File: src/design/io_alloc_cfg.svh
// Purpose: Offsets, reset values and digit codes of the signal allocation matrix
// Assumes: APB with 32-bit data, one aligned word per register
// Notes:   Definitions only
`ifndef IO_ALLOC_CFG_SVH
`define IO_ALLOC_CFG_SVH

// ****************************************
// Register byte offsets
// ****************************************
`define OFS_FWD_SRC        12'h000
`define OFS_IN_SEL_B       12'h004
`define OFS_OUT_SEL_A      12'h008
`define OFS_OUT_SEL_B      12'h00C
`define OFS_NEAR_SEL       12'h010
`define OFS_DEC_LATCH_SEL  12'h014
`define OFS_POL_INV        12'h018
`define OFS_MODE           12'h01C
`define OFS_STATUS         12'h020

// ****************************************
// Reset values
// ****************************************
`define RST_FWD_SRC        16'h2100
`define RST_IN_SEL_B       16'h6548
`define RST_OUT_SEL_A      16'h0000
`define RST_OUT_SEL_B      16'h0100
`define RST_NEAR_SEL       16'h0000
`define RST_DEC_LATCH_SEL  16'h8888
`define RST_POL_INV        16'h0000
`define RST_MODE           2'h0

// ****************************************
// Digit codes
// ****************************************
`define DIG_PIN_LAST       4'h6
`define DIG_ON             4'h7
`define DIG_OFF            4'h8
`define DIG_INV_FIRST      4'h9
`define DIG_LATCH_MIN      4'h4
`define DIG_LATCH_INV_MIN  4'hD

`endif

File: src/design/io_alloc_pkg.sv
// Purpose: Types shared by the signal allocation matrix
// Assumes: Nothing
// Notes:   Constants live in io_alloc_cfg.svh
package io_alloc_pkg;

   typedef enum logic [1:0]
   {
      MODE_POSITION = 2'b00,
      MODE_SPEED    = 2'b01,
      MODE_FORCE    = 2'b10
   } ctrl_mode_t;

   typedef struct packed
   {
      logic forward_travel_prohibit;
      logic reverse_travel_prohibit;
      logic forward_force_limit_in;
      logic reverse_force_limit_in;
      logic homing_slowdown_in;
      logic latch_input_one;
      logic latch_input_two;
      logic latch_input_three;
   } in_func_t;

   typedef struct packed
   {
      logic position_done_out;
      logic speed_match_out;
      logic motion_detect_out;
      logic servo_ready_out;
      logic force_limited_out;
      logic speed_limited_out;
      logic holding_brake_out;
      logic warning_out;
      logic near_out;
   } out_func_t;

endpackage : io_alloc_pkg

File: src/design/input_route.sv
// Purpose: One input function chosen from the seven input pins by one digit
// Assumes: Pins are ordered 13, 7, 8, 9, 10, 11, 12 on bits 0..6
// Notes:   Latch variant refuses the first four pins
`include "io_alloc_cfg.svh"
`timescale 1ns/1ps
`default_nettype none

module input_route #(
   parameter bit LATCH_ONLY = 1'b0
)
(
   // Selection
   input  wire logic [3:0] digit,
   // Pins
   input  wire logic [6:0] pins,
   // Function level
   output logic            func
);

   logic [2:0] idx;
   logic       pin_lvl;
   logic       legal;

   always_comb
   begin
      if (digit >= `DIG_INV_FIRST)
      begin
         idx = 3'(digit - `DIG_INV_FIRST);
      end
      else
      begin
         idx = digit[2:0];
      end
      pin_lvl = (idx == 3'd7) ? 1'b0 : pins[idx];
      legal   = 1'b1;
      if (LATCH_ONLY)
      begin
         legal = (digit >= `DIG_LATCH_MIN && digit <= `DIG_OFF) ||
                 (digit >= `DIG_LATCH_INV_MIN);
      end
      if (!legal)
      begin
         func = 1'b0;
      end
      else if (digit == `DIG_ON)
      begin
         func = 1'b1;
      end
      else if (digit == `DIG_OFF)
      begin
         func = 1'b0;
      end
      else if (digit <= `DIG_PIN_LAST)
      begin
         func = pin_lvl;
      end
      else
      begin
         func = ~pin_lvl;
      end
   end

endmodule : input_route

`default_nettype wire

File: src/design/io_signal_allocation_matrix.sv
// Purpose: Routes sequence input pins to input functions and status functions to output pairs
// Assumes: APB slave on pclk; pins synchronous to pclk
// Notes:   Routing is combinational from the setting registers
// How it works
// - Digits 0-6 route a function from pins 13,7..12 at its primary level.
// - Digits 9-F route from the same pins with the opposite level.
// - Digit 7 holds the function asserted, digit 8 deasserted.
// - Latch inputs accept only pins 10-12; other pin selections give inactive.
// - One pin feeds every function mapped onto it at once.
// - Output setting 1,2,3 drives pair one,two,three; 0 leaves unconnected.
// - Several functions on one pair are ORed together.
// - Functions meaningless in the present control mode are treated inactive.
// - Per-pair invert bit flips that pair; reset leaves all non-inverted.
//
// Chosen here: the register addresses and the APB slave port.
`include "io_alloc_cfg.svh"
`timescale 1ns/1ps
`default_nettype none

module io_signal_allocation_matrix
   import io_alloc_pkg::*;
(
   // Clock and reset
   input  wire logic        pclk,
   input  wire logic        presetn,
   // APB slave
   input  wire logic        psel,
   input  wire logic        penable,
   input  wire logic        pwrite,
   input  wire logic [11:0] paddr,
   input  wire logic [31:0] pwdata,
   input  wire logic [3:0]  pstrb,
   output logic [31:0]      prdata,
   output logic             pready,
   output logic             pslverr,
   // Sequence input pins, bit 0 = pin 13, bits 1..6 = pins 7..12
   input  wire logic [6:0]  seq_in_pins,
   // Internal status functions
   input  wire out_func_t   status_func,
   // Routed input functions
   output in_func_t         in_func,
   // Output pairs, bit 0 = pins 1/2, bit 1 = 23/24, bit 2 = 25/26
   output logic [2:0]       seq_out_pairs
);

   // ****************************************
   // Setting registers
   // ****************************************
   logic [15:0] fwd_src_q;
   logic [15:0] in_sel_b_q;
   logic [15:0] out_sel_a_q;
   logic [15:0] out_sel_b_q;
   logic [15:0] near_sel_q;
   logic [15:0] dec_latch_sel_q;
   logic [15:0] pol_inv_q;
   ctrl_mode_t  mode_q;

   logic        wr_en;
   logic        addr_ok;
   logic [31:0] rd_d;
   logic [31:0] wmask;
   logic [7:0]  wr_hit;

   assign wr_en   = psel && penable && pwrite;
   assign pready  = 1'b1;

   always_comb
   begin
      wmask = {{8{pstrb[3]}}, {8{pstrb[2]}}, {8{pstrb[1]}}, {8{pstrb[0]}}};
   end

   function automatic logic [15:0] merge16(input logic [15:0] old,
                                           input logic [31:0] wd,
                                           input logic [31:0] m);
      merge16 = (old & ~m[15:0]) | (wd[15:0] & m[15:0]);
   endfunction : merge16

   // ****************************************
   // Write decode, one strobe per register
   // ****************************************
   always_comb
   begin
      // Unmapped writes raise no strobe
      wr_hit = 8'h00;
      case (paddr)
         `OFS_FWD_SRC:       wr_hit[0] = wr_en;
         `OFS_IN_SEL_B:      wr_hit[1] = wr_en;
         `OFS_OUT_SEL_A:     wr_hit[2] = wr_en;
         `OFS_OUT_SEL_B:     wr_hit[3] = wr_en;
         `OFS_NEAR_SEL:      wr_hit[4] = wr_en;
         `OFS_DEC_LATCH_SEL: wr_hit[5] = wr_en;
         `OFS_POL_INV:       wr_hit[6] = wr_en;
         `OFS_MODE:          wr_hit[7] = wr_en;
         default:
         begin
         end
      endcase
   end

   // ****************************************
   // Register write ports
   // ****************************************
   always_ff @(posedge pclk or negedge presetn)
   begin
      if (!presetn)
      begin
         fwd_src_q <= `RST_FWD_SRC;
      end
      else if (wr_hit[0])
      begin
         fwd_src_q <= merge16(fwd_src_q, pwdata, wmask);
      end
   end

   always_ff @(posedge pclk or negedge presetn)
   begin
      if (!presetn)
      begin
         in_sel_b_q <= `RST_IN_SEL_B;
      end
      else if (wr_hit[1])
      begin
         in_sel_b_q <= merge16(in_sel_b_q, pwdata, wmask);
      end
   end

   always_ff @(posedge pclk or negedge presetn)
   begin
      if (!presetn)
      begin
         out_sel_a_q <= `RST_OUT_SEL_A;
      end
      else if (wr_hit[2])
      begin
         out_sel_a_q <= merge16(out_sel_a_q, pwdata, wmask);
      end
   end

   always_ff @(posedge pclk or negedge presetn)
   begin
      if (!presetn)
      begin
         out_sel_b_q <= `RST_OUT_SEL_B;
      end
      else if (wr_hit[3])
      begin
         out_sel_b_q <= merge16(out_sel_b_q, pwdata, wmask);
      end
   end

   always_ff @(posedge pclk or negedge presetn)
   begin
      if (!presetn)
      begin
         near_sel_q <= `RST_NEAR_SEL;
      end
      else if (wr_hit[4])
      begin
         near_sel_q <= merge16(near_sel_q, pwdata, wmask);
      end
   end

   always_ff @(posedge pclk or negedge presetn)
   begin
      if (!presetn)
      begin
         dec_latch_sel_q <= `RST_DEC_LATCH_SEL;
      end
      else if (wr_hit[5])
      begin
         dec_latch_sel_q <= merge16(dec_latch_sel_q, pwdata, wmask);
      end
   end

   always_ff @(posedge pclk or negedge presetn)
   begin
      if (!presetn)
      begin
         pol_inv_q <= `RST_POL_INV;
      end
      else if (wr_hit[6])
      begin
         pol_inv_q <= merge16(pol_inv_q, pwdata, wmask);
      end
   end

   // Code 3 names no mode and is ignored
   always_ff @(posedge pclk or negedge presetn)
   begin
      if (!presetn)
      begin
         mode_q <= MODE_POSITION;
      end
      else if (wr_hit[7] && pstrb[0] && pwdata[1:0] != 2'b11)
      begin
         mode_q <= ctrl_mode_t'(pwdata[1:0]);
      end
   end

   // ****************************************
   // Read mux and error answer
   // ****************************************
   always_comb
   begin
      addr_ok = 1'b1;
      rd_d    = 32'h0000_0000;
      case (paddr)
         `OFS_FWD_SRC:       rd_d[15:0] = fwd_src_q;
         `OFS_IN_SEL_B:      rd_d[15:0] = in_sel_b_q;
         `OFS_OUT_SEL_A:     rd_d[15:0] = out_sel_a_q;
         `OFS_OUT_SEL_B:     rd_d[15:0] = out_sel_b_q;
         `OFS_NEAR_SEL:      rd_d[15:0] = near_sel_q;
         `OFS_DEC_LATCH_SEL: rd_d[15:0] = dec_latch_sel_q;
         `OFS_POL_INV:       rd_d[15:0] = pol_inv_q;
         `OFS_MODE:          rd_d[1:0]  = mode_q;
         `OFS_STATUS:        rd_d[18:0] = {seq_out_pairs, seq_in_pins, in_func, 1'b0};
         default:            addr_ok    = 1'b0;
      endcase
   end

   assign pslverr = psel && penable && !addr_ok;

   always_ff @(posedge pclk or negedge presetn)
   begin
      if (!presetn)
      begin
         prdata <= 32'h0000_0000;
      end
      else if (psel && !penable && !pwrite)
      begin
         prdata <= rd_d;
      end
   end

   // ****************************************
   // Input routing, one instance per function
   // ****************************************
   logic [7:0][3:0] in_digit;
   logic [7:0]      in_lvl;

   assign in_digit[7] = fwd_src_q[15:12];
   assign in_digit[6] = in_sel_b_q[3:0];
   assign in_digit[5] = in_sel_b_q[11:8];
   assign in_digit[4] = in_sel_b_q[15:12];
   assign in_digit[3] = dec_latch_sel_q[3:0];
   assign in_digit[2] = dec_latch_sel_q[7:4];
   assign in_digit[1] = dec_latch_sel_q[11:8];
   assign in_digit[0] = dec_latch_sel_q[15:12];

   // Every function sees the same pin vector
   genvar gi;
   generate
      for (gi = 0; gi < 8; gi++)
      begin : g_in
         input_route #(
            .LATCH_ONLY (gi < 3)
         ) u_route (
            .digit (in_digit[gi]),
            .pins  (seq_in_pins),
            .func  (in_lvl[gi])
         );
      end
   endgenerate

   assign in_func = in_func_t'(in_lvl);

   // ****************************************
   // Output routing
   // ****************************************
   logic [8:0][1:0] out_sel;
   out_func_t       mode_ok;
   logic [8:0]      eff_v;
   logic [2:0]      merged;

   assign out_sel[8] = out_sel_a_q[1:0];
   assign out_sel[7] = out_sel_a_q[5:4];
   assign out_sel[6] = out_sel_a_q[9:8];
   assign out_sel[5] = out_sel_a_q[13:12];
   assign out_sel[4] = out_sel_b_q[1:0];
   assign out_sel[3] = out_sel_b_q[5:4];
   assign out_sel[2] = out_sel_b_q[9:8];
   assign out_sel[1] = out_sel_b_q[13:12];
   assign out_sel[0] = near_sel_q[1:0];

   // ****************************************
   // Functions valid in the present control mode
   // ****************************************
   always_comb
   begin
      mode_ok = '1;
      case (mode_q)
         MODE_POSITION:
         begin
            mode_ok.speed_match_out   = 1'b0;
            mode_ok.speed_limited_out = 1'b0;
         end
         MODE_SPEED:
         begin
            mode_ok.position_done_out = 1'b0;
            mode_ok.near_out          = 1'b0;
            mode_ok.speed_limited_out = 1'b0;
         end
         MODE_FORCE:
         begin
            mode_ok.position_done_out = 1'b0;
            mode_ok.near_out          = 1'b0;
            mode_ok.speed_match_out   = 1'b0;
         end
         default:
         begin
            mode_ok.position_done_out = 1'b0;
            mode_ok.near_out          = 1'b0;
            mode_ok.speed_match_out   = 1'b0;
            mode_ok.speed_limited_out = 1'b0;
         end
      endcase
   end

   assign eff_v = status_func & mode_ok;

   // ****************************************
   // Per-pair OR merge
   // ****************************************
   // Pair p gathers every function whose select is p + 1
   genvar gp;
   generate
      for (gp = 0; gp < 3; gp++)
      begin : g_pair
         logic [8:0] hit;
         always_comb
         begin
            for (int k = 0; k < 9; k++)
            begin
               hit[k] = (out_sel[k] == 2'(gp + 1)) && eff_v[k];
            end
         end
         assign merged[gp] = |hit;
      end
   endgenerate

   assign seq_out_pairs = merged ^ pol_inv_q[2:0];

endmodule : io_signal_allocation_matrix

`default_nettype wire

File: config.mk
export PLATFORM = sky130hd
export DESIGN_NAME = io_signal_allocation_matrix
export DESIGN_NICKNAME = d
export VERILOG_FILES = /design/src/design/io_alloc_pkg.sv /design/src/design/input_route.sv /design/src/design/io_signal_allocation_matrix.sv
export VERILOG_INCLUDE_DIRS = /design/src /design/src/design
export SDC_FILE = /design/constraint.sdc
export NUM_CORES = 1
export LEC_CHECK = 0
export BUFFER_PORTS_ARGS = -buffer_cell sky130_fd_sc_hd__clkbuf_2
export CORE_MARGIN = 8
export CORE_UTILIZATION = 40
export DETAILED_ROUTE_END_ITERATION = 16
export PLACE_DENSITY = 0.6
export SLEW_MARGIN = 10
export SYNTH_ARGS = -nofsm -noshare
export SYNTH_HDL_FRONTEND = slang
export SYNTH_SLANG_ARGS = --single-unit
File: constraint.sdc
create_clock -name pclk -period 4.1 [get_ports pclk]
set_input_delay 0.82 -clock pclk [delete_from_list [all_inputs] [get_ports pclk]]
set_output_delay 0.82 -clock pclk [all_outputs]
set_load 0.01 [all_outputs]
Yosys cells after proc, flatten, opt, wreduce, memory -nomap -nowiden
Cells that the tools add are included.
- register bits: 133
- bits in latches: 0
- RAM bits: 0
- bits in read-only memories: 0
- bits of input ports: 69
- output and inout bits: 45
- word-level logic and storage cells: 261
- memories: 0
- add/subtract/negate cells: 8
- $mul: 0
- div/mod/pow operators: 0
- $lt $le $gt $ge: 33
- equal/unequal tests: 62
- shift-type cells: 0
- mux-type cells: 74
- bitwise logic cells: 26
- reductions and logical operators: 49
- operators with widths (operator ; count):
    $and A16 B16 Y16 ; 8
    $or A16 B16 Y16 ; 7
    $pmux W14 S8 ; 1
    $mux W1 ; 55
    $eq A12 B5 Y1 const B ; 4
    $ge A4 B4 Y1 const B ; 11
    $eq A2 B2 Y1 const B ; 19
    $logic_and A1 B1 Y1 ; 37
    $reduce_or A9 Y1 ; 4
    $eq A4 B3 Y1 const B ; 8
    $eq A4 B4 Y1 const B ; 8
    $le A4 B3 Y1 const B ; 8
    $lt A3 B4 Y1 const B ; 8
    $mux W3 ; 9
    $bmux W1 S3 ; 8
    $eq A12 B4 Y1 const B ; 2
    $eq A3 B3 Y1 const B ; 8
    $sub A3 B1 Y3 const B ; 8
    $eq A2 B1 Y1 const B ; 10
    $pmux W2 S9 ; 1
    $not A16 Y16 ; 1
    $eq A12 B3 Y1 const B ; 1
    $eq A12 B6 Y1 const B ; 1
    $ge A4 B3 Y1 const B ; 3
    other kinds (9) ; 22

Longest topological paths before layout
Gate-level depths: netlist (run 1).
- depth in word-level cells: 11
- depth in mapped cells: 12
- gate-level depth less buffers: 9

Modules after synthesis
Synthesis (run 1) repeated with hierarchy kept, for this count alone.
- cell total of the unflattened synthesis: 896
- area total of the unflattened synthesis: 9247.6 um^2
- modules (own cells, without submodules) (module ; instances ; cells an instance ; area each (um^2) ; sequential area each (um^2)):
    io_signal_allocation_matrix ; 1 ; 570 ; 6835.3 ; 3344.5
    input_route at g_in[3].u_route ... ; 5 ; 46 ; 331.6 ; 0.0
    input_route at g_in[0].u_route ... ; 3 ; 32 ; 251.5 ; 0.0

Worst setup path before layout (run 1)
Ideal clock, no wire load.
- path type: flip-flop to output port
- from: register with a tool-made name
- to: output in_func[2] (netlist name)
- data arrival time: 2811 ps
- required time: 3280 ps
- path slack: 469 ps
- cell stages (with the launch flop): 13
- buffers on the path: 3
- cells stage by stage: dfrtp_1 > clkbuf_1 > inv_1 > ha_1 > or3b_1 > clkbuf_1 > and3_1 > mux2_2 > a222oi_1 > mux2i_1 > mux2_2 > and2_1 > buf_4
- RTL lines (element ; RTL line ; text):
    end, declared ; io_signal_allocation_matrix.sv:41 ; output in_func_t in_func,

==> results.md, run 1 <==
* Outcome: finished clean
* CP Launch Type: flop
* Total routed wirelength at 26,400 um
* Max FO, Critical Path at 5
* Crit path DAT at between 3 and 4 ns
* Vias per cell at 5.89
* Placement Cell Area at 9520 um^2
* Crit path max-delay family: compound AO/OA/AOI/OAI gates
* CP endpoint kind: output pin
* Number of flops mapped to enable cells by yosys at 0
* Synthesized area at 8860 um^2
* Worst-Skew Late Latency at between 0.4 and 0.5 ns
* Total gr overflow at 0
* Clock power share at ~53%
* Final instance area at slightly above 10,000 um^2
* Sequential area share after synthesis at a little under two fifths
* Main synth FF type: dfrtp_1
* Tot GR Track Use at between 10% and 20%
* Core area at between 20,000 and 25,000 um^2
* Synthesized instance count at roughly 900
* I/O pin cnt at approximately 110
* Htree depth at 4
* First-pass DRT Iterations at 6
* PD cells at between 300 and 400 nW/um^2
* Critical path class: flop to output pin
* RR Endpoint: prdata[7]
* Worst path required time at 3.28 ns
* Worst-case clock buffer depth at 2
* Vias in the first global route at a little over 7,000
* Initial antenna violation count at 1
* Starting Density at 40.7%
* Antenna viol nets, final at 0
* Post-CTS Hold Fix Bufs at 0
* Hold Violations, Final at 0
* Sum of buffers and inverters on the critical path at 3
* Clock sink count at between 100 and 150
* FF+latch area at about 3400 um^2
* Worst slew pin tran at between 0.8 and 0.9 ns
* Synthesis Warnings at 0
* Seq cells post-synth at 133
* Flop pwr share at between 40% and 50%
* First-pass GRT wire length at 41,100 um
* Average instance area after synthesis at roughly 9.9 um^2
* Worst vdd ir at between 200 and 300 uV
* Final GP Congestion at between 0.8 and 0.9
* Share of cells above drive strength 1 at 31.3%
* Die Ht at 165 um
* Worst min-delay path category: primary input to asynchronous set/reset pin
* Drt wl/cell at 20.9 um
* R2R cell count at 9
* Max-slew violations at 0
* Final setup violation count at 0
* Int Pwr at 2.51 mW
* RSZ-0062 raised after global routing: true
* Final instance count without filler cells at between 1,000 and 1,500
* Post-route minimum period at 4.00 ns
* Root Driver: clkbuf_16
* Placed cell count at 1,222
* IO buf count at 81
* Row cnt at 54
* Max-slew headroom at between 40% and 50%
* Largest net degree at the start of global routing at 90
* Setup WS pre-CTS at around 0.35 ns
* Post-synth cell types at 70
* Max-cap violation count at 0
* Slowest stage cell, crit path: or4_1
* Area Growth Syn to Fin at 16.0%
* Period utilization at between 90 and 100%
* Crit path cell chain: inv_1, ha_1, or4_1, a21oi_1, a2111oi_2, buf_4, mux2_2, a211oi_2, a21boi_1, clkbuf_2
* Drt first-iter violations at around 740
* Post-synth ARST share at 100%
* Residual DRC at 0
* CTS tree: built
* Power share of the combinational group at between 6 and 7%
* Dpl hpwl at ~20,000 um
* P_leak at 4.81 nW
* Die ar. at between 20,000 and 30,000 um^2
* R2R setup slack at approximately 1.1 ns
* Critical Path Stages at 10
* Clock Skews at approximately 0.0083 ns
* Fmax at 250 MHz
* Chip width at roughly 160 um
* Fill count at about 2,100
* Switching portion of total power at a little over a fifth
* CP max stage delay at 0.55 ns
* Setup slack after layout at 0.0966 ns
* NumNets Final at about 1,100
* Multi-input gate area at around 5100 um^2
* Via count at 7,425
* Total CTS buffers at 17
* Diodes inserted at 0
* P_sw at around 0.7 mW
* Clock transition at path regs at roughly 0.060 ns
==> power groups by stage <==
stage               Sequential, mW  Clock [mW]  Combinational [mW]
floorplan                     1.35           0              0.0913
global placement              1.35           0               0.199
detailed placement            1.35           0               0.199
CTS                           1.32        1.71               0.200
global route                  1.32        1.76               0.221
finish                        1.32        1.69               0.202
==> Yosys cell counts (5+ instances only) <==
cell type / n / share of area, %
a211oi_1: 6 / 0.51
nand3b_1: 5 / 0.42
o31ai_1: 6 / 0.51
a21oi_1: 31 / 1.8
mux2_2: 108 / 14
a221o_1: 6 / 0.68
buf_2: 9 / 0.51
nor4_1: 7 / 0.49
nand4_1: 15 / 1.1
o211ai_1: 7 / 0.59
a211o_1: 5 / 0.49
nand2_1: 71 / 3.0
clkbuf_1: 39 / 1.7
a31oi_1: 14 / 0.99
nor3_1: 6 / 0.34
nor2_1: 49 / 2.1
o22ai_1: 10 / 0.71
or3b_2: 5 / 0.49
ha_1: 37 / 5.2
dfstp_2: 13 / 3.9
mux2i_1: 48 / 5.4
nand2b_1: 8 / 0.56
nor3b_1: 6 / 0.51
o21ai_0: 39 / 2.2
a22oi_1: 6 / 0.51
a221oi_1: 9 / 0.89
a21o_1: 6 / 0.51
and3_1: 10 / 0.71
o221ai_1: 6 / 0.59
inv_1: 34 / 1.4
buf_4: 23 / 1.9
dfrtp_1: 120 / 34
a22o_1: 11 / 1.1
a222oi_1: 13 / 1.5
and2_1: 9 / 0.64
nand3_1: 29 / 1.6
nand4b_1: 5 / 0.49
==> cell usage in the layout, fill, tap and decap left out, types with 7 or more instances in the layout <==
cell,synthesis,routed
conb_1,2,14
dfstp_2,13,13
inv_1,34,25
a21oi_1,31,31
mux2i_1,48,47
o22ai_1,10,10
nand2_1,71,71
nand2b_1,8,8
nand4_1,15,15
buf_4,23,32
a221oi_1,9,9
o21ai_0,39,38
ha_1,37,36
mux2_2,108,107
nor2_1,49,49
clkbuf_16,0,17
a22o_1,11,11
nand3_1,29,29
o211ai_1,7,7
and3_1,10,9
and2_1,9,9
dfrtp_1,120,115
clkbuf_2,1,80
a31oi_1,14,14
a222oi_1,13,13
inv_2,0,8
==> final cells by class <==
class / count / share of cell area (%)
clock buffer: 23 / 4.65
clock inverter: 9 / 1.68
inverter: 34 / 1.27
multi-input combinational: 667 / 49.7
sequential: 133 / 32.6
tap: 280 / 3.41
timing repair buffer: 115 / 6.65
==> what timing repair did <==
action | in CTS | in global routing
resized for setup | 4 | 25
pin swaps | 0 | 2
setup endpoints to repair | 3 | 8
setup buffers | 1 | 6
==> worst max path at each step <==
stage	to	slack (ns)	start
floorplan	in_func[2]	0.47	flop
global placement	in_func[4]	0.37	flop
detailed placement	in_func[4]	0.35	flop
CTS	in_func[1]	0.002	flop
global route	in_func[4]	-0.1	flop
finish	in_func[4]	0.1	flop
==> kinds of logic (layout without fill, tap and decap cells) <==
kind of cell             after synthesis  count (layout)  share of synthesized area (%)
AND/OR/NAND/NOR                      252             252                           14.9
buffers and inverters                106             181                           5.61
XOR/XNOR                               3               3                          0.297
multiplexers                         159             159                           19.9
flip-flops                           133             133                           37.8
other                                  2              14                         0.0848
adder cells (fa/ha/maj)               37              37                           5.23
AO/OA/AOI/OAI                        202             202                           16.2
==> layer usage <==
layer | vias up | wire (um) | track usage, %
li1 | 3463 | - | -
met1 | 3665 | 11800 | 26.8
met2 | 259 | 12100 | 30.7
met3 | 36 | 1880 | 3.64
met4 | 2 | 568 | 7.33
met5 | - | 13 | 0
==> through the flow <==
step / hold WS [ns] / setup TNS [ns] / total power, mW / utilization (%)
after global placement: 0.461 / 0 / 1.55 / 43.7
after global routing: 0.515 / -0.0999 / 3.31 / 47.2
after CTS: 0.485 / 0 / 3.23 / 46.8
final: 0.461 / 0 / 3.21 / 47.2
after detailed placement: 0.469 / 0 / 1.55 / 43.7
after floorplan: 0.474 / 0 / 1.44 / -
No activity file was read; power rests on OpenSTA's default activity.
==> inputs of run 2 (changes only) <==
--- a/config.mk
+++ b/config.mk
@@ -7,10 +7,12 @@
 export NUM_CORES = 1
 export LEC_CHECK = 0
 export BUFFER_PORTS_ARGS = -buffer_cell sky130_fd_sc_hd__clkbuf_2
+export CELL_PAD_IN_SITES_DETAIL_PLACEMENT = 1
+export CELL_PAD_IN_SITES_GLOBAL_PLACEMENT = 2
 export CORE_MARGIN = 8
-export CORE_UTILIZATION = 40
+export CORE_UTILIZATION = 38
 export DETAILED_ROUTE_END_ITERATION = 16
-export PLACE_DENSITY = 0.6
+export PLACE_DENSITY = 0.83
 export SLEW_MARGIN = 10
 export SYNTH_ARGS = -nofsm -noshare
 export SYNTH_HDL_FRONTEND = slang
==> run 2 against run 1 <==
Compared with the run above:
- worst setup slack lost 0.018 ns
- cell area grew 0.35%
- die area up 4.7%
- fmax down 0.44%
- register-to-register slack better by 0.07 ns
- flip-flop and latch count did not move
- sequential power is essentially flat
- clock power decreased by 7%
- via count rose by 1.5%
==> results.md, run 2 (synthesized netlist as in run 1, its figures left out) <==
* CTS tree: built
* Tot GR Track Use at between 20% and 30%
* Row cnt at 56
* Root Driver: clkbuf_16
* Total routed wirelength at 29,700 um
* Commonest non-fill, non-tap cell in the layout: dfrtp_1
* Max FO, Critical Path at 8
* Post-CTS Hold Fix Bufs at 0
* Worst path required time at 3.28 ns
* Antenna viol nets, final at 0
* Max-slew violations at 0
* Post-route minimum period at ~4.0 ns
* Worst slew pin tran at approximately 0.91 ns
* Most frequent cells in the layout: dfrtp_1 (115), mux2_2 (108), clkbuf_2 (80), nand2_1 (71), nor2_1 (49)
* Die ar. at roughly 28,000 um^2
* Htree depth at 4
* IO buf count at 81
* Share of cells above drive strength 1 at 31.6%
* Hold Violations, Final at 0
* Drt wl/cell at about 23 um
* R2R setup slack at between 1 and 1.5 ns
* Dpl hpwl at 21,700 um
* Worst min-delay path category: primary input to asynchronous set/reset pin
* Worst-case clock buffer depth at 2
* Final instance count without filler cells at approximately 1,300
* Max-slew headroom at just under 40%
* Area Growth Syn to Fin at 16.4%
* First-pass DRT Iterations at 5
* Clock sink count at around 130
* Max-cap violation count at 0
* Vias in the first global route at between 8,000 and 9,000
* Final GP Congestion at around 0.84
* P_leak at just under 5 nW
* NumNets Final at roughly 1,100
* Diodes inserted at 0
* Worst vdd ir at about 280 uV
* Critical path class: flop to output pin
* Total CTS buffers at 17
* I/O pin cnt at ~110
* Residual DRC at 0
* Clock transition at path regs at ~0.060 ns
* First-pass GRT wire length at between 40,000 and 50,000 um
* Fmax at ~250 MHz
* PD cells at roughly 300 nW/um^2
* Fill count at 2,663
* Worst-Skew Late Latency at 0.42 ns
* Core area at 23,200 um^2
* Final total power at 3.11 mW
* Via count at around 7,500
* Final setup violation count at 0
* Period utilization at between 90% and 100%
* Largest net degree at the start of global routing at 92
* CP endpoint kind: output pin
* CP Launch Type: flop
* Clock Skews at between 0.007 and 0.008 ns
* Crit path DAT at about 3.2 ns
* Outcome: finished clean
* Drt first-iter violations at 534
* RSZ-0062 raised after global routing: true
* Die Ht at roughly 170 um
* Initial antenna violation count at 1
* Vias per cell at 5.77
* Placed cell count at about 1,300
* Chip width at around 170 um
* Starting Density at 38.2%
* Total gr overflow at 0
[run 2: changes by cell type in the layout (fill, tap and decap cells not counted), sizes merged]
cell / before / now
clkbuf: 103 / 104
clkinvlp: 1 / 3
bufinv: 5 / 3
buf: 35 / 42
clkinv: 3 / 2
[run 2: where the power goes]
part | leakage [nW] | total [mW] | internal (mW) | switching (mW)
Clock | 0.286 | 1.57 | 1.00 | 0.567
Sequential | 1.75 | 1.32 | 1.32 | 0.00502
Combinational | 2.77 | 0.212 | 0.0624 | 0.150
[run 2: through the flow]
| stage | setup WS, ns | hold slack (ns) | area (um^2) | TNS [ns] | util [%] |
|---|---|---|---|---|---|
| final | 0.0789 | 0.455 | 10300 | 0 | 44.5 |
| after global routing | -0.101 | 0.518 | 10300 | -0.125 | 44.5 |
| after CTS | 0.0353 | 0.480 | 10200 | 0 | 44.1 |
| after detailed placement | 0.310 | 0.467 | 9610 | 0 | 41.5 |
| after global placement | 0.329 | 0.458 | 9610 | 0 | 41.5 |
| after floorplan | 0.469 | 0.474 | 8900 | 0 | - |
[run 2: area by class of cell]
cell class | instances | area [um^2] | share of cell area, %
flip-flops and latches | 133 | 3350 | 32.5
repair buffers | 122 | 719 | 6.98
clock inverters | 8 | 123 | 1.19
inverters | 34 | 128 | 1.24
clock buffers | 24 | 482 | 4.67
well taps | 319 | 399 | 3.87
multi-input cells | 667 | 5110 | 49.6
[run 2: what timing repair did]
action	4_1_cts	5_1_grt
cloned	0	0
pin swaps	0	1
buffers inserted	1	5
gates resized for setup	7	18
endpoints found under the setup margin	4	8
[run 2: worst paths after layout]
check,start,endpoint,cells past startpoint
max,flop,in_func[4],10
min,presetn,prdata[9],1
max reg2reg,flop,prdata[7],9
min reg2reg,prdata[0],prdata[0],2
max in group asynchronous,presetn,prdata[17],2
min in group pclk,prdata[0],prdata[0],2
[run 2: critical path, cell delays in order (launching register included)]
cell and delay, ns:
dfrtp_1 0.44, buf_4 0.19, ha_1 0.23, or3b_2 0.49, nand2_1 0.11, o2bb2ai_1 0.08, a221o_1 0.35, mux2_2 0.29
a211oi_2 0.26, a21boi_1 0.19, clkbuf_2 0.15
[run 2: routing by layer]
layer  GRT usage, %  vias up  share of wire (%)
li1               -     3476                  -
met1           28.3     3808                 45
met2           33.9      200                 47
met3           3.61       49                5.1
met4           7.96        2                2.6
met5              0        -              0.044
